<file path="src/core/pll_clk_ctrl_pkg.sv">
package pll_clk_ctrl_pkg;
   // register map
   localparam logic [7:0] ADDR_CTRL_ZERO   = 8'h00;
   localparam logic [7:0] ADDR_CTRL_ONE    = 8'h01;
   localparam logic [7:0] RST_CTRL_ZERO    = 8'h00;
   // field positions
   localparam int         POS_SRC_HI       = 7;
   localparam int         POS_SRC_LO       = 6;
   localparam int         POS_OSC_HI       = 5;
   localparam int         POS_OSC_LO       = 4;
   localparam int         POS_SOFT_RST     = 3;
   localparam int         POS_RATIO_HI     = 2;
   localparam int         POS_RATIO_LO     = 1;
   localparam int         POS_PUP          = 0;
   // field codes
   localparam logic [1:0] SRC_MCLK_XTAL    = 2'h0;
   localparam logic [1:0] SRC_FRAME_CLK    = 2'h1;
   localparam logic [1:0] OSC_RUN          = 2'h0;
   localparam logic [1:0] OSC_OFF          = 2'h3;
   // ratio multipliers
   localparam logic [9:0] RATIO_256        = 10'h100;
   localparam logic [9:0] RATIO_384        = 10'h180;
   localparam logic [9:0] RATIO_512        = 10'h200;
   localparam logic [9:0] RATIO_768        = 10'h300;

   // decoded control fields
   typedef struct packed {
      logic       src_frame_clk;
      logic       src_reserved;
      logic       osc_enable;
      logic       osc_reserved;
      logic       soft_reset;
      logic [1:0] ratio_code;
      logic [9:0] ratio_mult;
      logic       power_up;
   } clk_ctrl_t;
endpackage : pll_clk_ctrl_pkg

</file>
<file path="src/core/pll_clk_ctrl_decode.sv">
`timescale 1ns/1ns
`default_nettype none
module pll_clk_ctrl_decode (
   // raw register
   input  wire logic [7:0]                 reg_in,
   // decoded fields
   output var  pll_clk_ctrl_pkg::clk_ctrl_t fields_out
);
   logic [1:0] src;
   logic [1:0] osc;

   // field decode
   always_comb begin
      src = reg_in[pll_clk_ctrl_pkg::POS_SRC_HI:pll_clk_ctrl_pkg::POS_SRC_LO];
      osc = reg_in[pll_clk_ctrl_pkg::POS_OSC_HI:pll_clk_ctrl_pkg::POS_OSC_LO];
      fields_out.src_frame_clk = (src == pll_clk_ctrl_pkg::SRC_FRAME_CLK);
      fields_out.src_reserved  = (src != pll_clk_ctrl_pkg::SRC_FRAME_CLK) &&
                                 (src != pll_clk_ctrl_pkg::SRC_MCLK_XTAL);
      fields_out.osc_enable    = (osc != pll_clk_ctrl_pkg::OSC_OFF);
      fields_out.osc_reserved  = (osc != pll_clk_ctrl_pkg::OSC_OFF) &&
                                 (osc != pll_clk_ctrl_pkg::OSC_RUN);
      fields_out.soft_reset    = reg_in[pll_clk_ctrl_pkg::POS_SOFT_RST];
      fields_out.ratio_code    =
         reg_in[pll_clk_ctrl_pkg::POS_RATIO_HI:pll_clk_ctrl_pkg::POS_RATIO_LO];
      fields_out.power_up      = reg_in[pll_clk_ctrl_pkg::POS_PUP];
      // ratio table
      case (fields_out.ratio_code)
         2'h0:    fields_out.ratio_mult = pll_clk_ctrl_pkg::RATIO_256;
         2'h1:    fields_out.ratio_mult = pll_clk_ctrl_pkg::RATIO_384;
         2'h2:    fields_out.ratio_mult = pll_clk_ctrl_pkg::RATIO_512;
         default: fields_out.ratio_mult = pll_clk_ctrl_pkg::RATIO_768;
      endcase
   end
endmodule : pll_clk_ctrl_decode
`default_nettype wire

</file>
<file path="src/core/pll_clock_control_reg0.sv">
`timescale 1ns/1ns
`default_nettype none
module pll_clock_control_reg0 (
   // clock and reset
   input  wire logic       ref_clk_in,
   input  wire logic       rst_n_in,
   // register port from the control interface
   input  wire logic       wr_en_in,
   input  wire logic [7:0] addr_in,
   input  wire logic [7:0] wdata_in,
   input  wire logic       rd_en_in,
   output logic      [7:0] rdata_out,
   // clock-select bit from the neighbouring register
   input  wire logic       direct_clk_sel_in,
   // controls to the clock subsystem
   output logic            pll_src_frame_clk_out,
   output logic            crystal_osc_en_out,
   output logic [1:0]      mclk_ratio_select_out,
   output logic [9:0]      mclk_ratio_mult_out,
   output logic            core_reset_out,
   output logic            ctrl_regs_reset_out,
   output logic            master_power_up_out,
   output logic            dac_clk_from_pll_out,
   output logic            reserved_code_out,
   output logic            first_write_bad_out
);
   logic [7:0]                  ctrl_ff,     nxt_ctrl;
   logic [7:0]                  rdata_ff,    nxt_rdata;
   logic                        seen_wr_ff,  nxt_seen_wr;
   logic                        bad_ff,      nxt_bad;
   logic                        src_ff,      nxt_src;
   logic                        osc_ff,      nxt_osc;
   logic [1:0]                  rcode_ff,    nxt_rcode;
   logic [9:0]                  rmult_ff,    nxt_rmult;
   logic                        core_rst_ff, nxt_core_rst;
   logic                        regs_rst_ff, nxt_regs_rst;
   logic                        pup_ff,      nxt_pup;
   logic                        fromp_ff,    nxt_fromp;
   logic                        resv_ff,     nxt_resv;
   pll_clk_ctrl_pkg::clk_ctrl_t fields;

   // field decoder
   pll_clk_ctrl_decode u_decode (
      .reg_in     (ctrl_ff),
      .fields_out (fields)
   );

   // register write, readback and host-order tracking
   always_comb begin
      nxt_ctrl    = ctrl_ff;
      nxt_rdata   = rdata_ff;
      nxt_seen_wr = seen_wr_ff;
      nxt_bad     = bad_ff;
      if (wr_en_in && (addr_in == pll_clk_ctrl_pkg::ADDR_CTRL_ZERO)) begin
         nxt_ctrl = wdata_in; // soft reset never clears this register
      end
      if (wr_en_in && !seen_wr_ff) begin
         nxt_seen_wr = 1'b1;
         // first write must set power-up
         nxt_bad = !((addr_in == pll_clk_ctrl_pkg::ADDR_CTRL_ZERO) &&
                     wdata_in[pll_clk_ctrl_pkg::POS_PUP]);
      end
      if (rd_en_in) begin
         if (addr_in == pll_clk_ctrl_pkg::ADDR_CTRL_ZERO) begin
            nxt_rdata = ctrl_ff;
         end else begin
            nxt_rdata = 8'h00;
         end
      end
   end

   // control outputs follow the stored fields, except the DAC clock source, which is the inverse of direct_clk_sel_in
   always_comb begin
      nxt_src      = fields.src_frame_clk;
      nxt_osc      = fields.osc_enable;
      nxt_rcode    = fields.ratio_code;
      nxt_rmult    = fields.ratio_mult;
      nxt_core_rst = fields.soft_reset;
      nxt_regs_rst = fields.soft_reset; // other registers only
      nxt_pup      = fields.power_up;
      nxt_fromp    = !direct_clk_sel_in;
      nxt_resv     = fields.src_reserved || fields.osc_reserved;
   end

   // state registers, cleared to defaults by hardware reset
   always_ff @(posedge ref_clk_in) begin
      if (!rst_n_in) begin
         ctrl_ff     <= pll_clk_ctrl_pkg::RST_CTRL_ZERO;
         rdata_ff    <= 8'h00;
         seen_wr_ff  <= 1'b0;
         bad_ff      <= 1'b0;
         src_ff      <= 1'b0;
         osc_ff      <= 1'b1;
         rcode_ff    <= 2'h0;
         rmult_ff    <= pll_clk_ctrl_pkg::RATIO_256;
         core_rst_ff <= 1'b0;
         regs_rst_ff <= 1'b0;
         pup_ff      <= 1'b0;
         fromp_ff    <= 1'b1;
         resv_ff     <= 1'b0;
      end else begin
         ctrl_ff     <= nxt_ctrl;
         rdata_ff    <= nxt_rdata;
         seen_wr_ff  <= nxt_seen_wr;
         bad_ff      <= nxt_bad;
         src_ff      <= nxt_src;
         osc_ff      <= nxt_osc;
         rcode_ff    <= nxt_rcode;
         rmult_ff    <= nxt_rmult;
         core_rst_ff <= nxt_core_rst;
         regs_rst_ff <= nxt_regs_rst;
         pup_ff      <= nxt_pup;
         fromp_ff    <= nxt_fromp;
         resv_ff     <= nxt_resv;
      end
   end

   // outputs straight from flops
   assign rdata_out             = rdata_ff;
   assign pll_src_frame_clk_out = src_ff;
   assign crystal_osc_en_out    = osc_ff;
   assign mclk_ratio_select_out = rcode_ff;
   assign mclk_ratio_mult_out   = rmult_ff;
   assign core_reset_out        = core_rst_ff;
   assign ctrl_regs_reset_out   = regs_rst_ff;
   assign master_power_up_out   = pup_ff;
   assign dac_clk_from_pll_out  = fromp_ff;
   assign reserved_code_out     = resv_ff;
   assign first_write_bad_out   = bad_ff;
endmodule : pll_clock_control_reg0
`default_nettype wire

</file>
<file path="config.mk">
export PLATFORM = sky130hd
export DESIGN_NAME = pll_clock_control_reg0
export DESIGN_NICKNAME = d
export VERILOG_FILES = /design/src/core/pll_clk_ctrl_pkg.sv /design/src/core/pll_clk_ctrl_decode.sv /design/src/core/pll_clock_control_reg0.sv
export SDC_FILE = /design/constraint.sdc
export NUM_CORES = 1
export LEC_CHECK = 0
export BUFFER_PORTS_ARGS = -buffer_cell sky130_fd_sc_hd__clkbuf_2
export CORE_ASPECT_RATIO = 0.7
export CORE_UTILIZATION = 49
export CTS_CLUSTER_DIAMETER = 120
export DETAILED_ROUTE_END_ITERATION = 12
export GPL_ROUTABILITY_DRIVEN = 0
export PLACE_DENSITY = 0.87
export SYNTH_ARGS = -nofsm -noshare
export SYNTH_HDL_FRONTEND = slang
export SYNTH_SLANG_ARGS = --single-unit
</file>
<file path="constraint.sdc">
create_clock -name ref_clk_in -period 2.5 [get_ports ref_clk_in]
set_clock_uncertainty 0.15 [all_clocks]
set_input_delay 0 -clock ref_clk_in [delete_from_list [all_inputs] [get_ports ref_clk_in]]
set_output_delay 0 -clock ref_clk_in [all_outputs]
set_load 0.01 [all_outputs]
</file>
==> results of run 1 <==
cells in the final DEF (no fill, tap or decap), drive strengths merged, types with 5 or more instances in the layout:
cell type	Yosys	routed
dlygate4sd3	0	25
a21boi	8	8
inv	5	5
dfxtp	29	29
mux2i	8	8
nand2	18	18
nand4	9	9
conb	1	7
clkbuf	3	48
nand2b	9	9
stage by stage:
stage	hold WS [ns]	instance area, um^2
6_report	0.0495	1610
5_1_grt	0.0620	1610
3_5_place_dp	0.0154	1310
3_3_place_gp	-0.00258	1310
2_1_floorplan	-0.0881	1140
4_1_cts	0.0338	1600
worst max-delay path by stage:
stage                                                   to  slack (ns)  cells past startpoint
after floorplan                    ctrl_ff[0]$_SDFFE_PN0P_        1.37                      3
after global placement             ctrl_ff[3]$_SDFFE_PN0P_        1.16                      4
after detailed placement           ctrl_ff[6]$_SDFFE_PN0P_        1.05                      4
after CTS                 first_write_bad_out$_SDFFE_PN0P_        0.09                      7
after global routing             rdata_out[1]$_SDFFE_PN0P_        0.30                      6
final                            rdata_out[0]$_SDFFE_PN0P_        0.41                      6
sequential cells by signal (all words and copies together) (netlist names):
| signal | cells |
|---|---|
| first_write_bad_out | 1 |
| mclk_ratio_select_out | 2 |
| mclk_ratio_mult_out | 3 |
| master_power_up_out | 1 |
| pll_src_frame_clk_out | 1 |
| seen_wr_ff | 1 |
| ctrl_ff | 8 |
| reserved_code_out | 1 |
| rdata_out | 8 |
| dac_clk_from_pll_out | 1 |
| ctrl_regs_reset_out | 1 |
| crystal_osc_en_out | 1 |
cell type report:
class	count	area, um^2
inverters	5	18.8
flip-flops and latches	29	581
repair buffers	66	455
multi-input cells	69	463
well taps	32	40.0
clock buffers	7	55.1
fillers	161	542
repair_timing:
item	4_1_cts	5_1_grt
endpoints found under the hold margin	19	8
hold buffers	24	2
endpoints found under the setup margin	0	1
resized for setup	0	0
kinds of logic after synthesis:
kind of cell,after synthesis,share of synthesized area [%]
simple gates,42,23.2
flops,29,52.1
buf+inv,17,8.42
compound gates,11,7.63
mux,8,7.18
fa+ha+maj,1,1.12
other cells,1,0.336
per-layer routing:
layer | part of all wire [%] | routed length, um | up-vias | GRT usage [%]
met3 | 6.5 | 150 | 7 | 6.54
met4 | 1.8 | 41 | 0 | 10.0
met1 | 44 | 1030 | 430 | 23.9
li1 | - | - | 485 | -
met5 | 0 | 0 | - | 0
met2 | 47 | 1100 | 41 | 33.4
report_power, final:
group	switching, uW	internal [uW]	total (uW)
clock network	144	132	277
registers	1.47	465	466
logic	34.5	37.0	71.5
==> results.toml, run 1 <==
[status]
status = "complete, no violations"

[routing]
ant_nets = 0
drtIter0Drc = 27
routed-via-count = 963
drc = 0
post_drt_wl_per_cell_um = 11.1
wl_um = 2320
first_pass_iters = 4
avgViaCountPerCell = 4.63

[worst_setup_path]
crit_chain = "dlygate4sd3_1, clkbuf_2, nor4_4, dlygate4sd3_1, nand4_1, a21boi_0"
path_class = "in2reg"
r2r_cells = 4
rrSetupSlack_ns = 0.98
worst-path-buf-inv = 3
cpPeakStageDelay_ns = 0.81
crit_path_end_kind = "flop"
startpoint = "addr_in[5]"
critPathLaunchType = "input port"
cp.required_ns = 2.59
critPathTopFamily = "buffers and inverters"
path_common_cell = "dlygate4sd3_1"
cp.arrival_ns = 2.18
slowest_stage = "dlygate4sd3_1"
r2r-start = "seen_wr_ff$_SDFFE_PN0P_"
cp_max_fo = 8
reg2reg_to = "first_write_bad_out$_SDFFE_PN0P_"

[sta]
fmax_mhz = 477
period_minus_slack_ns = 2.09
hold_viol = 0
setup_viol = 0
fin_tns_setup_ns = 0
rsz0062_at_grt = "no"
worstMarginPinSlew_ns = 0.508
slew_headroom_pct = 66.2
layout_setup_ws_ns = 0.405
maxSlewViolCount = 0
min_period_over_period_pct = 83.8

[synthesis]
yosysMostFrequentCell = "dfxtp_1"
async_reset_ff_share_pct = 0
synth_top_cell_by_area = "dfxtp_1"
synth_area_per_cell_um2 = 10.2
ys_seq_area_share_pct = 52.1
synth-edff-count = 0
synth_common_cells = "29 x dfxtp_1, 18 x nand2_1, 9 x nand2b_1, 9 x nand4_1"
yosysUniqueCellTypes = 19
synthCells = 109
synth_area_um2 = 1110
ys_top_cells_by_area = "dfxtp_1 52%, mux2i_1 7.2%, nand2_1 6.1%, a21boi_0 5.4%, buf_4 5.4%"
ys_ff_latch = 29
synth-main-ff-cell = "dfxtp_1"
synth_top_area_share_pct = 52.1
yosys_warnings = 0

[clocking]
cts_buffers = 5
cts.path.max_buffers = 2
clock-sinks = 29
htree_levels = 2
clkLatencyLatePin_ns = 0.32
clockRootBuffer = "clkbuf_4"
cts_tree = "yes"
postCtsSetupRepairBufs = 0
path_clk_slew_ns = 0.09

[final_layout]
antenna_cells = 0
drive_above_1_share_pct = 28.4
nets = 198
finish.utilization_pct = 74.9
area_delta_synth_final_pct = 44.7
stdcell_count = 208

[floorplanning]
die_x_um = 59.0
core_area_um2 = 2150
start_util_pct = 51.7
die_area_um2 = 2470
rows = 14
ioPinCount = 49
fp.dieH_um = 41.9

[job]
drv_cap = 0

[global_route]
grt_pass1_wl_um = 3600
grt_pass1_vias = 862
grt_start_max_net_pins = 31
grtUsageTotal_pct = 20.4
antenna_found_initial = 0
gr-total-overflow = 0

[hold_path]
min_from = "rst_n_in"
hold_depth = 2
hold_class = "in2reg"
hold_path_end = "crystal_osc_en_out$_SDFF_PN1_"

[placed_design]
numPortBuffers = 41
dp.cells = 176
hpwlAfterDp_um = 1560
pre_cts_ws_ns = 1.05

[power_and_ir_drop]
vdd_drop_max_mv = 0.329
p_per_area_nw_per_um2 = 505
finalPower_uw = 815
p_leak_uw = 0.000823
(Power assumes the default switching activity.)
==> run 2, diff against run 1 <==
--- a/config.mk
+++ b/config.mk
@@ -7,11 +7,11 @@
 export LEC_CHECK = 0
 export BUFFER_PORTS_ARGS = -buffer_cell sky130_fd_sc_hd__clkbuf_2
 export CORE_ASPECT_RATIO = 0.7
-export CORE_UTILIZATION = 49
+export CORE_UTILIZATION = 41
 export CTS_CLUSTER_DIAMETER = 120
 export DETAILED_ROUTE_END_ITERATION = 12
 export GPL_ROUTABILITY_DRIVEN = 0
-export PLACE_DENSITY = 0.87
+export PLACE_DENSITY = 0.79
 export SYNTH_ARGS = -nofsm -noshare
 export SYNTH_HDL_FRONTEND = slang
 export SYNTH_SLANG_ARGS = --single-unit
==> constraint.sdc (replaced) <==
create_clock -name ref_clk_in -period 1.85 [get_ports ref_clk_in]
set_clock_uncertainty 0.15 [all_clocks]
set_input_delay 0 -clock ref_clk_in [delete_from_list [all_inputs] [get_ports ref_clk_in]]
set_output_delay 0 -clock ref_clk_in [all_outputs]
set_load 0.01 [all_outputs]
==> results.toml, run 2 (synthesis results as in run 1) <==
[worst_setup_path]
crit_path_end_kind = "flop"
reg2reg_to = "ctrl_ff[6]$_SDFFE_PN0P_"
rrSetupSlack_ns = 0.44
cp.arrival_ns = 1.64
cp.required_ns = 1.91
path_class = "in2reg"
r2r-start = "ctrl_ff[6]$_SDFFE_PN0P_"
critPathLaunchType = "input port"
cp_max_fo = 9
r2r_cells = 3

[floorplanning]
ioPinCount = 49
start_util_pct = 44.3
rows = 15
die_area_um2 = 2930
fp.dieH_um = 45.6
die_x_um = 64.3
core_area_um2 = 2510

[final_layout]
area_delta_synth_final_pct = 45.0
mostFrequentLayoutCell = "clkbuf_2"
drive_above_1_share_pct = 29.9
final_cell_mix = "41 x clkbuf_2, 29 x dfxtp_1, 22 x dlygate4sd3_1, 18 x nand2_1"
multiInputGateArea_um2 = 463
seqCellArea_um2 = 581
antenna_cells = 0
finish.utilization_pct = 64.3
nets = 195
fill_cells = 241

[hold_path]
min_from = "rst_n_in"
hold_class = "in2reg"
hold_depth = 2
hold_path_end = "dac_clk_from_pll_out$_SDFF_PN1_"

[sta]
fin_tns_setup_ns = 0
min_period_over_period_pct = 85.6
slew_headroom_pct = 65.7
period_minus_slack_ns = 1.58
maxSlewViolCount = 0
hold_viol = 0
setup_viol = 0
rsz0062_at_grt = "no"
fmax_mhz = 631
worstMarginPinSlew_ns = 0.515

[routing]
route.met3.wl_um = 120
drtIter0Drc = 20
routed-via-count = 941
ant_nets = 0
first_pass_iters = 4
avgViaCountPerCell = 4.52
drc = 0
wl_um = 2380
dr_wl_met2_um = 1160
wl_met1_um = 1030
highest_layer = "met4"
post_drt_wl_per_cell_um = 11.4

[clocking]
htree_levels = 2
path_clk_slew_ns = 0.06
cts_buffers = 5
postCtsSetupRepairBufs = 0
clock-sinks = 29
hold_buffers = 22
cts_tree = "yes"
clockRootBuffer = "clkbuf_8"
clkLatencyLatePin_ns = 0.28
cts-resized-gates = 0
cts.path.max_buffers = 2

[power_and_ir_drop]
vdd_drop_max_mv = 0.491
comb_power_share_pct = 7.5
p_leak_uw = 0.000828
switching_share_pct = 23.5
pwr-share-seq_pct = 51.7
p_int_uw = 934
switching_power_uw = 288
pwr-share-clk_pct = 40.8
p_per_area_nw_per_um2 = 756

[status]
status = "complete, no violations"

[global_route]
grtUsageTotal_pct = 18.4
grt_pass1_vias = 904
grt_start_max_net_pins = 31
gr-total-overflow = 0
antenna_found_initial = 0
grt_pass1_wl_um = 3840

[job]
drv_cap = 0

[placed_design]
hpwlAfterDp_um = 1540
numPortBuffers = 41
-- run 2: cell type report --
cell class / count / area share, %
tap: 34 / 2.63
multi-input combinational: 69 / 28.6
sequential: 29 / 35.9
inverter: 5 / 1.16
clock buffer: 5 / 4.26
clock inverter: 3 / 1.08
timing repair buffer: 63 / 26.3
-- run 2: worst max-delay path by stage --
stage | start | end | depth (start not counted)
3_3_place_gp | addr_in[5] | ctrl_ff[2]$_SDFFE_PN0P_ | 4
5_1_grt | addr_in[5] | rdata_out[6]$_SDFFE_PN0P_ | 5
4_1_cts | addr_in[5] | rdata_out[7]$_SDFFE_PN0P_ | 5
2_1_floorplan | addr_in[5] | ctrl_ff[0]$_SDFFE_PN0P_ | 3
3_5_place_dp | addr_in[5] | ctrl_ff[6]$_SDFFE_PN0P_ | 4
6_report | addr_in[5] | rdata_out[6]$_SDFFE_PN0P_ | 5
-- run 2: per-layer routing --
layer  up-vias  global-route usage [%]
met5         -                       0
met4         0                    13.3
met3         7                    5.25
met2        28                    31.2
met1       427                    20.4
li1        479                       -
-- run 2: critical path, cell delays in order --
cell           delay (ns)
clkbuf_2             0.10
nor4_4               0.37
dlygate4sd3_1        0.82
nand4_1              0.16
a21boi_0             0.19
-- run 2: power groups by stage --
stage,sequential (uW),clock (uW),combinational (uW)
finish,632,498,92.0
detailed placement,645,0,70.1
global placement,645,0,69.5
floorplan,646,0,44.9
global route,631,542,99.7
CTS,631,512,91.0
-- run 2: stage by stage --
| stage | instances | cell area, um^2 | total power (uW) | hold WS, ns | setup slack, ns |
|---|---|---|---|---|---|
| finish | 208 | 1620 | 1220 | 0.0640 | 0.265 |
| global route | 208 | 1620 | 1270 | 0.122 | 0.197 |
| CTS | 208 | 1620 | 1230 | 0.0512 | 0.314 |
| detailed placement | 178 | 1310 | 715 | 0.00230 | 0.418 |
| global placement | 178 | 1310 | 715 | 0.0000815 | 0.480 |
| floorplan | 115 | 1140 | 691 | -0.0881 | 0.721 |
